## config.mk

```make
export PLATFORM = sky130hd
export DESIGN_NAME = dcps_seq
export DESIGN_NICKNAME = d
export VERILOG_FILES = /design/src/shared/dcps_pkg.sv /design/src/verilog/dcps_derate.sv /design/src/verilog/dcps_seq.sv
export SDC_FILE = /design/constraint.sdc
export NUM_CORES = 2
export LEC_CHECK = 0
export ABC_CLOCK_PERIOD_IN_PS = 3780
export BUFFER_PORTS_ARGS = -buffer_cell sky130_fd_sc_hd__buf_2
export CAP_MARGIN = 20
export CORE_MARGIN = 2
export CORE_UTILIZATION = 60
export DETAILED_ROUTE_END_ITERATION = 12
export PLACE_DENSITY = 0.85
export SYNTH_ARGS = -nofsm -noshare
export SYNTH_HDL_FRONTEND = slang
export SYNTH_SLANG_ARGS = --single-unit
```

## constraint.sdc

```tcl
create_clock -name core_clk -period 3.78 [get_ports core_clk]
set_clock_uncertainty 0.1 [all_clocks]
set_input_delay 0.756 -clock core_clk [delete_from_list [all_inputs] [get_ports core_clk]]
set_output_delay 0.756 -clock core_clk [all_outputs]
set_load 0.05 [all_outputs]
```

## src/shared/dcps_pkg.sv

```systemverilog
// Constants and types for the DC link pre-charge sequencer
package dcps_pkg;
	localparam int unsigned CLK_HZ = 50_000_000;
	// Times in milliseconds, as the sequence defines them
	localparam int unsigned OPEN_DELAY_MS = 1000;
	localparam int unsigned CHARGE_LIMIT_MS = 10000;
	localparam int unsigned OPEN_DELAY_CYC = OPEN_DELAY_MS * (CLK_HZ / 1000);
	localparam int unsigned CHARGE_LIMIT_CYC = CHARGE_LIMIT_MS * (CLK_HZ / 1000);
	// Steady-state settle count, in ticks
	localparam int unsigned STEADY_TICKS = 16;
	localparam int unsigned VOLT_W = 12;
	localparam int unsigned TRQ_W = 16;
	// Reset values
	localparam logic [VOLT_W-1:0] UVT_RST = 12'h000;
	localparam logic [VOLT_W-1:0] OVT_RST = 12'hfff;
	localparam logic [TRQ_W-1:0] TRQ_RST = 16'h0000;

	typedef enum logic [5:0] {
		DCPS_IDLE = 6'b000001,
		DCPS_WAIT_V = 6'b000010,
		DCPS_CLOSE = 6'b000100,
		DCPS_READY = 6'b001000,
		DCPS_DISABLE = 6'b010000,
		DCPS_FAULT = 6'b100000
	} dcps_state_e;
endpackage

```

## src/verilog/dcps_derate.sv

```systemverilog
// Torque limit derating against bus voltage, one direction
`timescale 1ns/1ns
`default_nettype none
module dcps_derate #(
	parameter int unsigned VOLT_W = 12,
	parameter int unsigned TRQ_W = 16,
	// 1: limit falls as voltage rises (regen), 0: as voltage falls (motoring)
	parameter bit RISING = 1'b1
) (
	// Clock and reset
	input wire logic core_clk,
	input wire logic rstn,
	// Inputs
	input wire logic active,
	input wire logic [VOLT_W-1:0] bus_volt,
	input wire logic [VOLT_W-1:0] knee,
	input wire logic [VOLT_W-1:0] limit_end,
	input wire logic [TRQ_W-1:0] limit_in,
	// Outputs
	output logic [TRQ_W-1:0] limit_out,
	output logic reducing
);
	initial
	begin
		if (VOLT_W < 2 || TRQ_W < 2 || VOLT_W > 16)
			$error("dcps_derate: unsupported width");
	end

	logic [VOLT_W-1:0] over;
	logic [VOLT_W-1:0] span;
	logic past_knee;
	logic past_end;
	logic [TRQ_W+VOLT_W-1:0] scaled;
	logic [TRQ_W-1:0] next_limit;

	// Linear ramp from full limit at the knee to zero at the end point
	always_comb
	begin
		past_knee = RISING ? (bus_volt >= knee) : (bus_volt <= knee);
		past_end = RISING ? (bus_volt >= limit_end) : (bus_volt <= limit_end);
		over = RISING ? VOLT_W'(bus_volt - knee) : VOLT_W'(knee - bus_volt);
		span = RISING ? VOLT_W'(limit_end - knee) : VOLT_W'(knee - limit_end);
		scaled = (TRQ_W+VOLT_W)'(limit_in) * (TRQ_W+VOLT_W)'(VOLT_W'(span - over));
		next_limit = limit_in;
		if (active && past_end)
			next_limit = '0;
		else if (active && past_knee && span != '0)
			next_limit = TRQ_W'(scaled / (TRQ_W+VOLT_W)'(span));
	end

	always_ff @(posedge core_clk or negedge rstn)
	begin
		if (!rstn)
		begin
			limit_out <= '0;
			reducing <= 1'b0;
		end
		else
		begin
			limit_out <= next_limit;
			reducing <= active && past_knee;
		end
	end
endmodule
`default_nettype wire

```

## src/verilog/dcps_seq.sv

```systemverilog
// DC link pre-charge sequencer top level
// Summary of operation
// - With pre-charge fitted, bank charges via resistors at power-up; contactor starts open.
// - Sequence starts on enable rising edge; enable set at power-up counts as edge.
// - State machine is held inhibited until configuration is valid.
// - Bridge test or control loop without enable raises interlock error and is refused.
// - After edge, wait for voltage above undervoltage threshold, then close contactor.
// - Ready only with enable, voltage at threshold, voltage steady, contactor confirmed. The code checks steadiness only on entry to ready, not while in ready.
// - Enable cleared: gate power off at once, contactor opens about one second later.
// - Uncommanded contactor closure while waiting for voltage sets charge fault and shuts the drive down.
// - Contactor state is taken from auxiliary contacts, not from the command.
// - Steady voltage and closure must occur within 10 s of edge, else fault.
// - If voltage recovers within 10 s, contactor recloses and operation resumes.
// - Three tunable thresholds: overvoltage, undervoltage and power loss.
// - Regenerating: regen limit derated from overvoltage threshold to zero at maximum.
// - Motoring: motoring limit derated from undervoltage threshold to zero at minimum.
// - Torque-limit warning set whenever either limit is being reduced.
// - Torque reference passes through unaltered by derating.
`timescale 1ns/1ns
`default_nettype none
module dcps_seq
	import dcps_pkg::*;
#(
	parameter int unsigned OPEN_DELAY = OPEN_DELAY_CYC,
	parameter int unsigned CHARGE_LIMIT = CHARGE_LIMIT_CYC,
	parameter int unsigned STEADY = STEADY_TICKS
) (
	// Clock and reset
	input wire logic core_clk,
	input wire logic rstn,
	// Software control
	input wire logic dc_link_enable_bit,
	input wire logic config_valid,
	input wire logic bridge_test_req,
	input wire logic control_loop_req,
	input wire logic precharge_fitted,
	// Tunable thresholds
	input wire logic [dcps_pkg::VOLT_W-1:0] undervoltage_threshold_value,
	input wire logic [dcps_pkg::VOLT_W-1:0] overvoltage_threshold_value,
	input wire logic [dcps_pkg::VOLT_W-1:0] power_loss_threshold_value,
	input wire logic [dcps_pkg::VOLT_W-1:0] overvoltage_max_value,
	input wire logic [dcps_pkg::VOLT_W-1:0] undervoltage_min_value,
	// Power stage feedback
	input wire logic [dcps_pkg::VOLT_W-1:0] bus_voltage,
	input wire logic contactor_aux_closed,
	input wire logic regenerating,
	// Torque
	input wire logic [dcps_pkg::TRQ_W-1:0] torque_reference_word,
	input wire logic [dcps_pkg::TRQ_W-1:0] regen_limit_set,
	input wire logic [dcps_pkg::TRQ_W-1:0] motor_limit_set,
	// Power stage commands
	output logic contactor_close,
	output logic gate_power_en,
	output logic bridge_test_run,
	output logic control_loop_run,
	// Status
	output logic link_ready,
	output logic link_interlock_error,
	output logic charge_fault_flag,
	output logic torque_limit_warning,
	output logic power_loss,
	output logic overvoltage,
	output logic [dcps_pkg::TRQ_W-1:0] torque_ref_out,
	output logic [dcps_pkg::TRQ_W-1:0] regen_limit,
	output logic [dcps_pkg::TRQ_W-1:0] motor_limit,
	output logic [2:0] seq_state
);
	initial
		if (OPEN_DELAY < 1 || CHARGE_LIMIT < 1 || STEADY < 1 || STEADY > 65535)
			$error("dcps_seq: unsupported timing parameter");

	dcps_state_e state;
	dcps_state_e next_state;
	logic en_q;
	logic open_seen;
	logic en_rise;
	logic [31:0] tmo_cnt;
	logic [31:0] dly_cnt;
	logic [15:0] steady_cnt;
	logic [dcps_pkg::VOLT_W-1:0] v_prev;
	logic v_ok;
	logic v_steady;
	logic tmo_hit;
	logic regen_red;
	logic motor_red;

	// Power-up counts a set enable as an edge because en_q resets low
	always_ff @(posedge core_clk or negedge rstn)
		if (!rstn)
			en_q <= 1'b0;
		else
			en_q <= dc_link_enable_bit;
	assign en_rise = dc_link_enable_bit && !en_q;

	// Closure counts as uncommanded from reset, and after a command only once the aux contacts were seen open
	always_ff @(posedge core_clk or negedge rstn)
		if (!rstn)
			open_seen <= 1'b1;
		else if (contactor_close || !contactor_aux_closed)
			open_seen <= !contactor_close;

	// Steady when the reading is at or above the undervoltage threshold and moves at most one code per cycle for STEADY cycles
	assign v_ok = bus_voltage >= undervoltage_threshold_value;
	always_ff @(posedge core_clk or negedge rstn)
	begin
		if (!rstn)
		begin
			v_prev <= '0;
			steady_cnt <= '0;
		end
		else
		begin
			v_prev <= bus_voltage;
			if (!v_ok || (bus_voltage > v_prev + 1'b1) || (v_prev > bus_voltage + 1'b1))
				steady_cnt <= '0;
			else if (steady_cnt != 16'(STEADY))
				steady_cnt <= steady_cnt + 16'h0001;
		end
	end
	assign v_steady = steady_cnt == 16'(STEADY);

	// Charge window counter; restarted by each enable edge and each dip in ready
	assign tmo_hit = tmo_cnt >= CHARGE_LIMIT;
	always_ff @(posedge core_clk or negedge rstn)
		if (!rstn)
			tmo_cnt <= '0;
		else if (en_rise || state == DCPS_IDLE || state == DCPS_READY)
			tmo_cnt <= '0;
		else if (!tmo_hit)
			tmo_cnt <= tmo_cnt + 32'h1;

	always_ff @(posedge core_clk or negedge rstn)
		if (!rstn)
			dly_cnt <= '0;
		else
			dly_cnt <= (state == DCPS_DISABLE) ? dly_cnt + 32'h1 : '0;

	// Sequence; a disabled config holds it in idle so no edge is acted on early
	always_comb
	begin
		next_state = state;
		case (state)
			DCPS_IDLE:
				if (config_valid && dc_link_enable_bit && precharge_fitted)
					next_state = DCPS_WAIT_V;
			DCPS_WAIT_V:
				if (!dc_link_enable_bit)
					next_state = DCPS_DISABLE;
				else if (tmo_hit)
					next_state = DCPS_FAULT;
				else if (v_ok)
					next_state = DCPS_CLOSE;
			DCPS_CLOSE:
				if (!dc_link_enable_bit)
					next_state = DCPS_DISABLE;
				else if (tmo_hit)
					next_state = DCPS_FAULT;
				else if (v_steady && contactor_aux_closed)
					next_state = DCPS_READY;
			DCPS_READY:
				if (!dc_link_enable_bit)
					next_state = DCPS_DISABLE;
				else if (!v_ok || !contactor_aux_closed)
					next_state = DCPS_WAIT_V;
			DCPS_DISABLE:
				if (dly_cnt >= OPEN_DELAY - 1)
					next_state = DCPS_IDLE;
			DCPS_FAULT:
				if (!dc_link_enable_bit)
					next_state = DCPS_IDLE;
			default:
				next_state = DCPS_IDLE;
		endcase
		if (state != DCPS_FAULT && state != DCPS_IDLE && !contactor_close && open_seen
			&& contactor_aux_closed && state != DCPS_DISABLE)
			next_state = DCPS_FAULT;
		if (!config_valid)
			next_state = DCPS_IDLE;
	end

	always_ff @(posedge core_clk or negedge rstn)
		if (!rstn)
			state <= DCPS_IDLE;
		else
			state <= next_state;

	// Contactor opens at reset so charging goes through the resistors
	always_ff @(posedge core_clk or negedge rstn)
	begin
		if (!rstn)
		begin
			contactor_close <= 1'b0;
			gate_power_en <= 1'b0;
			link_ready <= 1'b0;
			seq_state <= 3'h0;
		end
		else
		begin
			contactor_close <= next_state == DCPS_CLOSE || next_state == DCPS_READY
				|| (next_state == DCPS_DISABLE && contactor_close);
			gate_power_en <= next_state == DCPS_READY && dc_link_enable_bit;
			link_ready <= next_state == DCPS_READY && dc_link_enable_bit;
			case (next_state)
				DCPS_WAIT_V: seq_state <= 3'h1;
				DCPS_CLOSE: seq_state <= 3'h2;
				DCPS_READY: seq_state <= 3'h3;
				DCPS_DISABLE: seq_state <= 3'h4;
				DCPS_FAULT: seq_state <= 3'h5;
				default: seq_state <= 3'h0;
			endcase
		end
	end

	// Fault latch: set wins over the clear by a new enable rising edge
	always_ff @(posedge core_clk or negedge rstn)
		if (!rstn)
			charge_fault_flag <= 1'b0;
		else if (next_state == DCPS_FAULT)
			charge_fault_flag <= 1'b1;
		else if (en_rise)
			charge_fault_flag <= 1'b0;

	// Interlock is sticky until the requests are withdrawn
	always_ff @(posedge core_clk or negedge rstn)
	begin
		if (!rstn)
		begin
			link_interlock_error <= 1'b0;
			bridge_test_run <= 1'b0;
			control_loop_run <= 1'b0;
		end
		else
		begin
			if ((bridge_test_req || control_loop_req) && !dc_link_enable_bit)
				link_interlock_error <= 1'b1;
			else if (!bridge_test_req && !control_loop_req)
				link_interlock_error <= 1'b0;
			bridge_test_run <= bridge_test_req && dc_link_enable_bit
				&& !link_interlock_error && next_state == DCPS_READY;
			control_loop_run <= control_loop_req && dc_link_enable_bit
				&& !link_interlock_error && next_state == DCPS_READY;
		end
	end

	// Threshold monitors
	always_ff @(posedge core_clk or negedge rstn)
	begin
		if (!rstn)
		begin
			power_loss <= 1'b0;
			overvoltage <= 1'b0;
			torque_ref_out <= TRQ_RST;
			torque_limit_warning <= 1'b0;
		end
		else
		begin
			power_loss <= bus_voltage <= power_loss_threshold_value;
			overvoltage <= bus_voltage >= overvoltage_threshold_value;
			torque_ref_out <= torque_reference_word;
			torque_limit_warning <= regen_red || motor_red;
		end
	end

	dcps_derate #(
		.VOLT_W(VOLT_W),
		.TRQ_W(TRQ_W),
		.RISING(1'b1)
	) u_regen (
		.core_clk(core_clk),
		.rstn(rstn),
		.active(regenerating),
		.bus_volt(bus_voltage),
		.knee(overvoltage_threshold_value),
		.limit_end(overvoltage_max_value),
		.limit_in(regen_limit_set),
		.limit_out(regen_limit),
		.reducing(regen_red)
	);
	dcps_derate #(
		.VOLT_W(VOLT_W),
		.TRQ_W(TRQ_W),
		.RISING(1'b0)
	) u_motor (
		.core_clk(core_clk),
		.rstn(rstn),
		.active(!regenerating),
		.bus_volt(bus_voltage),
		.knee(undervoltage_threshold_value),
		.limit_end(undervoltage_min_value),
		.limit_in(motor_limit_set),
		.limit_out(motor_limit),
		.reducing(motor_red)
	);
endmodule
`default_nettype wire

```

==> summary.md, run 1 <==
| Metric | Value |
|---|---|
| Outcome | `aborted with a tool error` |
| Last stage reached | `4_1_cts` |
| Error msg | `[ERROR DPL-0033] detailed placement checks failed during check placement.` |
| Top cell type's share of synthesized area | `18.2%` |
| Synth top area cells | `ha_1 18%, fa_1 11%, dfrtp_1 7.2%, nand2_1 4.6%, o21a_1 4.5%` |
| DIE WIDTH | `308 um` |
| Primary FF master, synth | `dfrtp_1` |
| Root Driver | `clkbuf_16` |
| Routability cong. | `1.03` |
| Clock Tree Buf Depth | `2` |
| Library cells used by synthesis | `128` |
| Die H | `308 um` |
| Count leader, synth | `ha_1` |
| TritonCTS Buffers | `17` |
| Post-CTS resize count | `538` |
| Post-synth EDFFs | `0` |
| Async S/R FF share, synth | `100%` |
| IO buf count | `189` |
| H-tree depth | `4` |
| Floorplan row count | `111` |
| Clk sinks | `162` |
| Synth warn | `0` |
| Syn_nets | `8561` |
| Post-CTS Setup Bufs | `631` |
| I/O Pins | `190` |
| Initial Util | `60.6%` |
| #FFs+latches synth | `162` |
| Synth Instances | `7318` |
| Synthesized area | `0.0556 mm2` |
| Placed cells | `10900` |
| Register area share after synthesis | `7.30%` |
| Cts hold-fix bufs | `0` |
| Synth cell count leaders | `810 x ha_1, 675 x nand2_1, 632 x nor2_1` |
| Detailed placement HPWL | `209000 um` |
| Area leader, netlist | `ha_1` |
| Pre-CTS setup slack | `-75.80 ns` |
| Average footprint of a synthesized cell | `7.60 um2` |
[cells by family after synthesis]
family          share of synthesized area (%)
compound gates                           23.7
xor+xnor                                 6.35
buf+inv                                  5.68
fa+ha+maj                                29.2
flops                                    7.30
simple gates                             24.0
mux                                      3.74
[metrics by stage]
| stage | TNS (ns) | utilization (%) | instance area [um2] |
|---|---|---|---|
| 3_5_place_dp | -1590.96 | 84.3 | 77400 |
| 2_1_floorplan | -1506.06 | - | 58400 |
| 3_3_place_gp | -1464.73 | 84.3 | 77400 |
==> inputs of run 2 (changes only) <==
ABC_CLOCK_PERIOD_IN_PS = 4900   (was 3780)
CORE_UTILIZATION = 40   (was 60)
PLACE_DENSITY = unset   (was 0.85)
PLACE_DENSITY_LB_ADDON = 0.15   (was unset)
clock period = 4.9 ns   (was 3.78 ns; I/O delays follow)
==> summary.md, run 2 <==
| Metric | Value |
|---|---|
| Initial DRC Count | `4128` |
| Area of the multi-input gates | `0.0527 mm2` |
| Pre-CTS setup slack | `-71.81 ns (+3.99 ns)` |
| DR WL/cell | `17.4 um` |
| Floorplan row count | `136 (+23%)` |
| Routability cong. | `0.959 (-7.2%)` |
| Count leader, synth | `ha_1` |
| Fin. Hold Viols | `0` |
| Library cells used by synthesis | `128 (unchanged)` |
| Detailed placement HPWL | `165000 um (-21%)` |
| Syn_nets | `8561 (unchanged)` |
| Die area | `0.142 mm2` |
| Average footprint of a synthesized cell | `7.60 um2 (unchanged)` |
| Max cap viols | `0` |
| Crit path max fanout | `7` |
| Required time of the worst setup path | `5.19 ns` |
| Via density | `5.45` |
| Unrepaired setup endpoints after global routing | `yes` |
| Synth cell count leaders | `810 x ha_1, 675 x nand2_1, 632 x nor2_1` |
| Synth top area cells | `ha_1 18%, fa_1 11%, dfrtp_1 7.2%, nand2_1 4.6%, o21a_1 4.5%` |
| Worst setup EP type | `flop` |
| WL final | `213000 um` |
| CP Class | `input pin to flop` |
| Final setup vio count | `32` |
| Top cell type's share of synthesized area | `18.2% (unchanged)` |
| Clock Tree Buf Depth | `2 (unchanged)` |
| Clk sinks | `162 (unchanged)` |
| Area leader, netlist | `ha_1` |
| Cell repeated most along the worst path | `buf_4` |
| Worst-path clk slew | `0.11 ns` |
| Critical path startpoint category | `input pin` |
| Worst reg2reg setup slack | `1.21 ns` |
| DIE WIDTH | `377 um (+22%)` |
| #FFs+latches synth | `162 (unchanged)` |
| Register area share after synthesis | `7.30% (unchanged)` |
| I/O Pins | `190 (unchanged)` |
| Die H | `377 um (+22%)` |
| DRC errors left | `0` |
| Most frequent cells in the layout | `3015 x buf_4, 719 x ha_1, 643 x nand2_1` |
| Final slew viol count | `0` |
| TritonCTS Buffers | `17 (unchanged)` |
| Final Cycle Share | `1510%` |
| Largest net degree at the start of global routing | `101` |
| Post-synth EDFFs | `0 (unchanged)` |
| Number of global-route vias before repair | `66700` |
| Setup TNS | `-1427.97 ns` |
| CTS tree | `built` |
| Max Clk Rate | `13.5 MHz` |
| CP Data Arrival Time | `74.45 ns` |
| DR pass1 iterations | `7` |
| Core Area | `0.138 mm2` |
| DR vias | `66700` |
| Outcome | `complete, but fails checks` |
| Final net count | `11700` |
| First-pass GRT wire length | `339000 um` |
| Synthesized area | `0.0556 mm2 (unchanged)` |
| Share of cells above drive strength 1 | `41.4%` |
| Area delta synth->final | `56.4%` |
| Min-Delay Path Class | `flop to flop` |
| Primary FF master, synth | `dfrtp_1` |
| Max transition margin | `36.5%` |
| GRT Total Usage | `29.0%` |
| GRT overflow | `0` |
| Final Critical Period | `74.16 ns` |
| Fill count | `11900` |
| CP max-delay cell | `fa_2` |
| Root Driver | `clkbuf_16` |
| Synth warn | `0 (unchanged)` |
| Final ANT Viol Nets | `0` |
| Async S/R FF share, synth | `100% (unchanged)` |
| Post-route setup slack | `-69.26 ns` |
| Cts hold-fix bufs | `0 (unchanged)` |
| Synth Instances | `7318 (unchanged)` |
| Initial antenna violation count | `4` |
| IO buf count | `189 (unchanged)` |
| Slew at the pin with the worst max-slew slack | `0.945 ns` |
| Seq. cell area | `0.00406 mm2` |
| Max incr delay on CP | `0.58 ns` |
| Top Registers | `dly_cnt (32), tmo_cnt (32)` |
| Initial Util | `40.4% (-20 points)` |
| H-tree depth | `4 (unchanged)` |
| Violations in the final reports | `negative setup slack` |
| Skew-Pair Late Insertion Delay | `0.52 ns` |
| Most common cell after layout, fill and taps aside | `buf_4` |
[run 2: cell counts after synthesis]
No cell type changed its count.
[run 2: kinds of logic (layout without fill, tap and decap cells)]
logic type	after synthesis	count (layout)	share of synthesized area, %
xor gates and xnor gates	402	402	6.35
buffers and inverters	825	3951	5.68
adders and majority gates	1115	1115	29.2
muxes	189	189	3.74
AOI/OAI and AO/OA	1917	1917	23.7
DFF	162	162	7.30
other	0	1	0
and+or+nand+nor	2708	2708	24.0
[run 2: layout make-up]
| type | count | area share, % |
|---|---|---|
| Clock buffer | 17 | 0.489 |
| Tap cell | 1794 | 2.58 |
| Sequential cell | 162 | 4.66 |
| Multi-Input combinational cell | 6331 | 60.6 |
| Clock inverter | 15 | 0.229 |
| Antenna cell | 1 | 0.00288 |
| Inverter | 617 | 2.69 |
| Timing Repair Buffer | 3302 | 28.8 |
[run 2: final timing paths]
| check | startpoint | endpoint | depth (start not counted) |
|---|---|---|---|
| max | undervoltage_threshold_value[0] | u_motor.limit_out[0] | 450 |
| min | u_regen.reducing | torque_limit_warning | 1 |
| max reg2reg | tmo_cnt[8] | tmo_cnt[24] | 17 |
| min reg2reg | u_regen.reducing | torque_limit_warning | 1 |
| max in group asynchronous | rstn | u_regen.limit_out[12] | 2 |
| min in group asynchronous | rstn | dly_cnt[10] | 1 |
[run 2: critical path, delay by kind of cell]
family	cells	cell delay (ns)
compound gates	198	34.21
buf+inv	121	13.52
simple gates	90	13.13
fa+ha+maj	35	10.87
mux	5	1.38
xor+xnor	1	0.18
[run 2: metal layers]
layer,vias up,share of wire (%),global-route usage [%],routed length (um)
met5,-,0.020,0,43
met4,6,3.1,8.27,6500
met3,420,4.8,2.62,10100
met2,1721,47,49.8,99500
met1,32000,45,38.4,96400
li1,32500,-,-,-
[run 2: timing repair]
| item | 4_1_cts | 5_1_grt |
|---|---|---|
| gates resized for setup | 285 | 261 |
| setup buffers | 450 | 178 |
| setup endpoints to repair | 32 | 32 |
| pin swaps | 337 | 229 |
| gates cloned | 1 | 2 |
[run 2: per-stage QoR]
| stage | instance area (um2) | hold slack, ns | utilization (%) | std cells |
|---|---|---|---|---|
| after floorplan | 58400 | 0.310 | - | 7318 |
| after global placement | 79000 | 0.319 | 57.4 | 11600 |
| after detailed placement | 79000 | 0.329 | 57.4 | 11600 |
| after CTS | 84400 | 0.347 | 61.3 | 12100 |
| after global routing | 87000 | 0.364 | 63.2 | 12200 |
| final | 87000 | 0.343 | 63.2 | 12200 |
Power of run 2 is left out: the tool's default activity adds up to more than one toggle a clock period on the data nets, which glitch-free logic cannot reach.
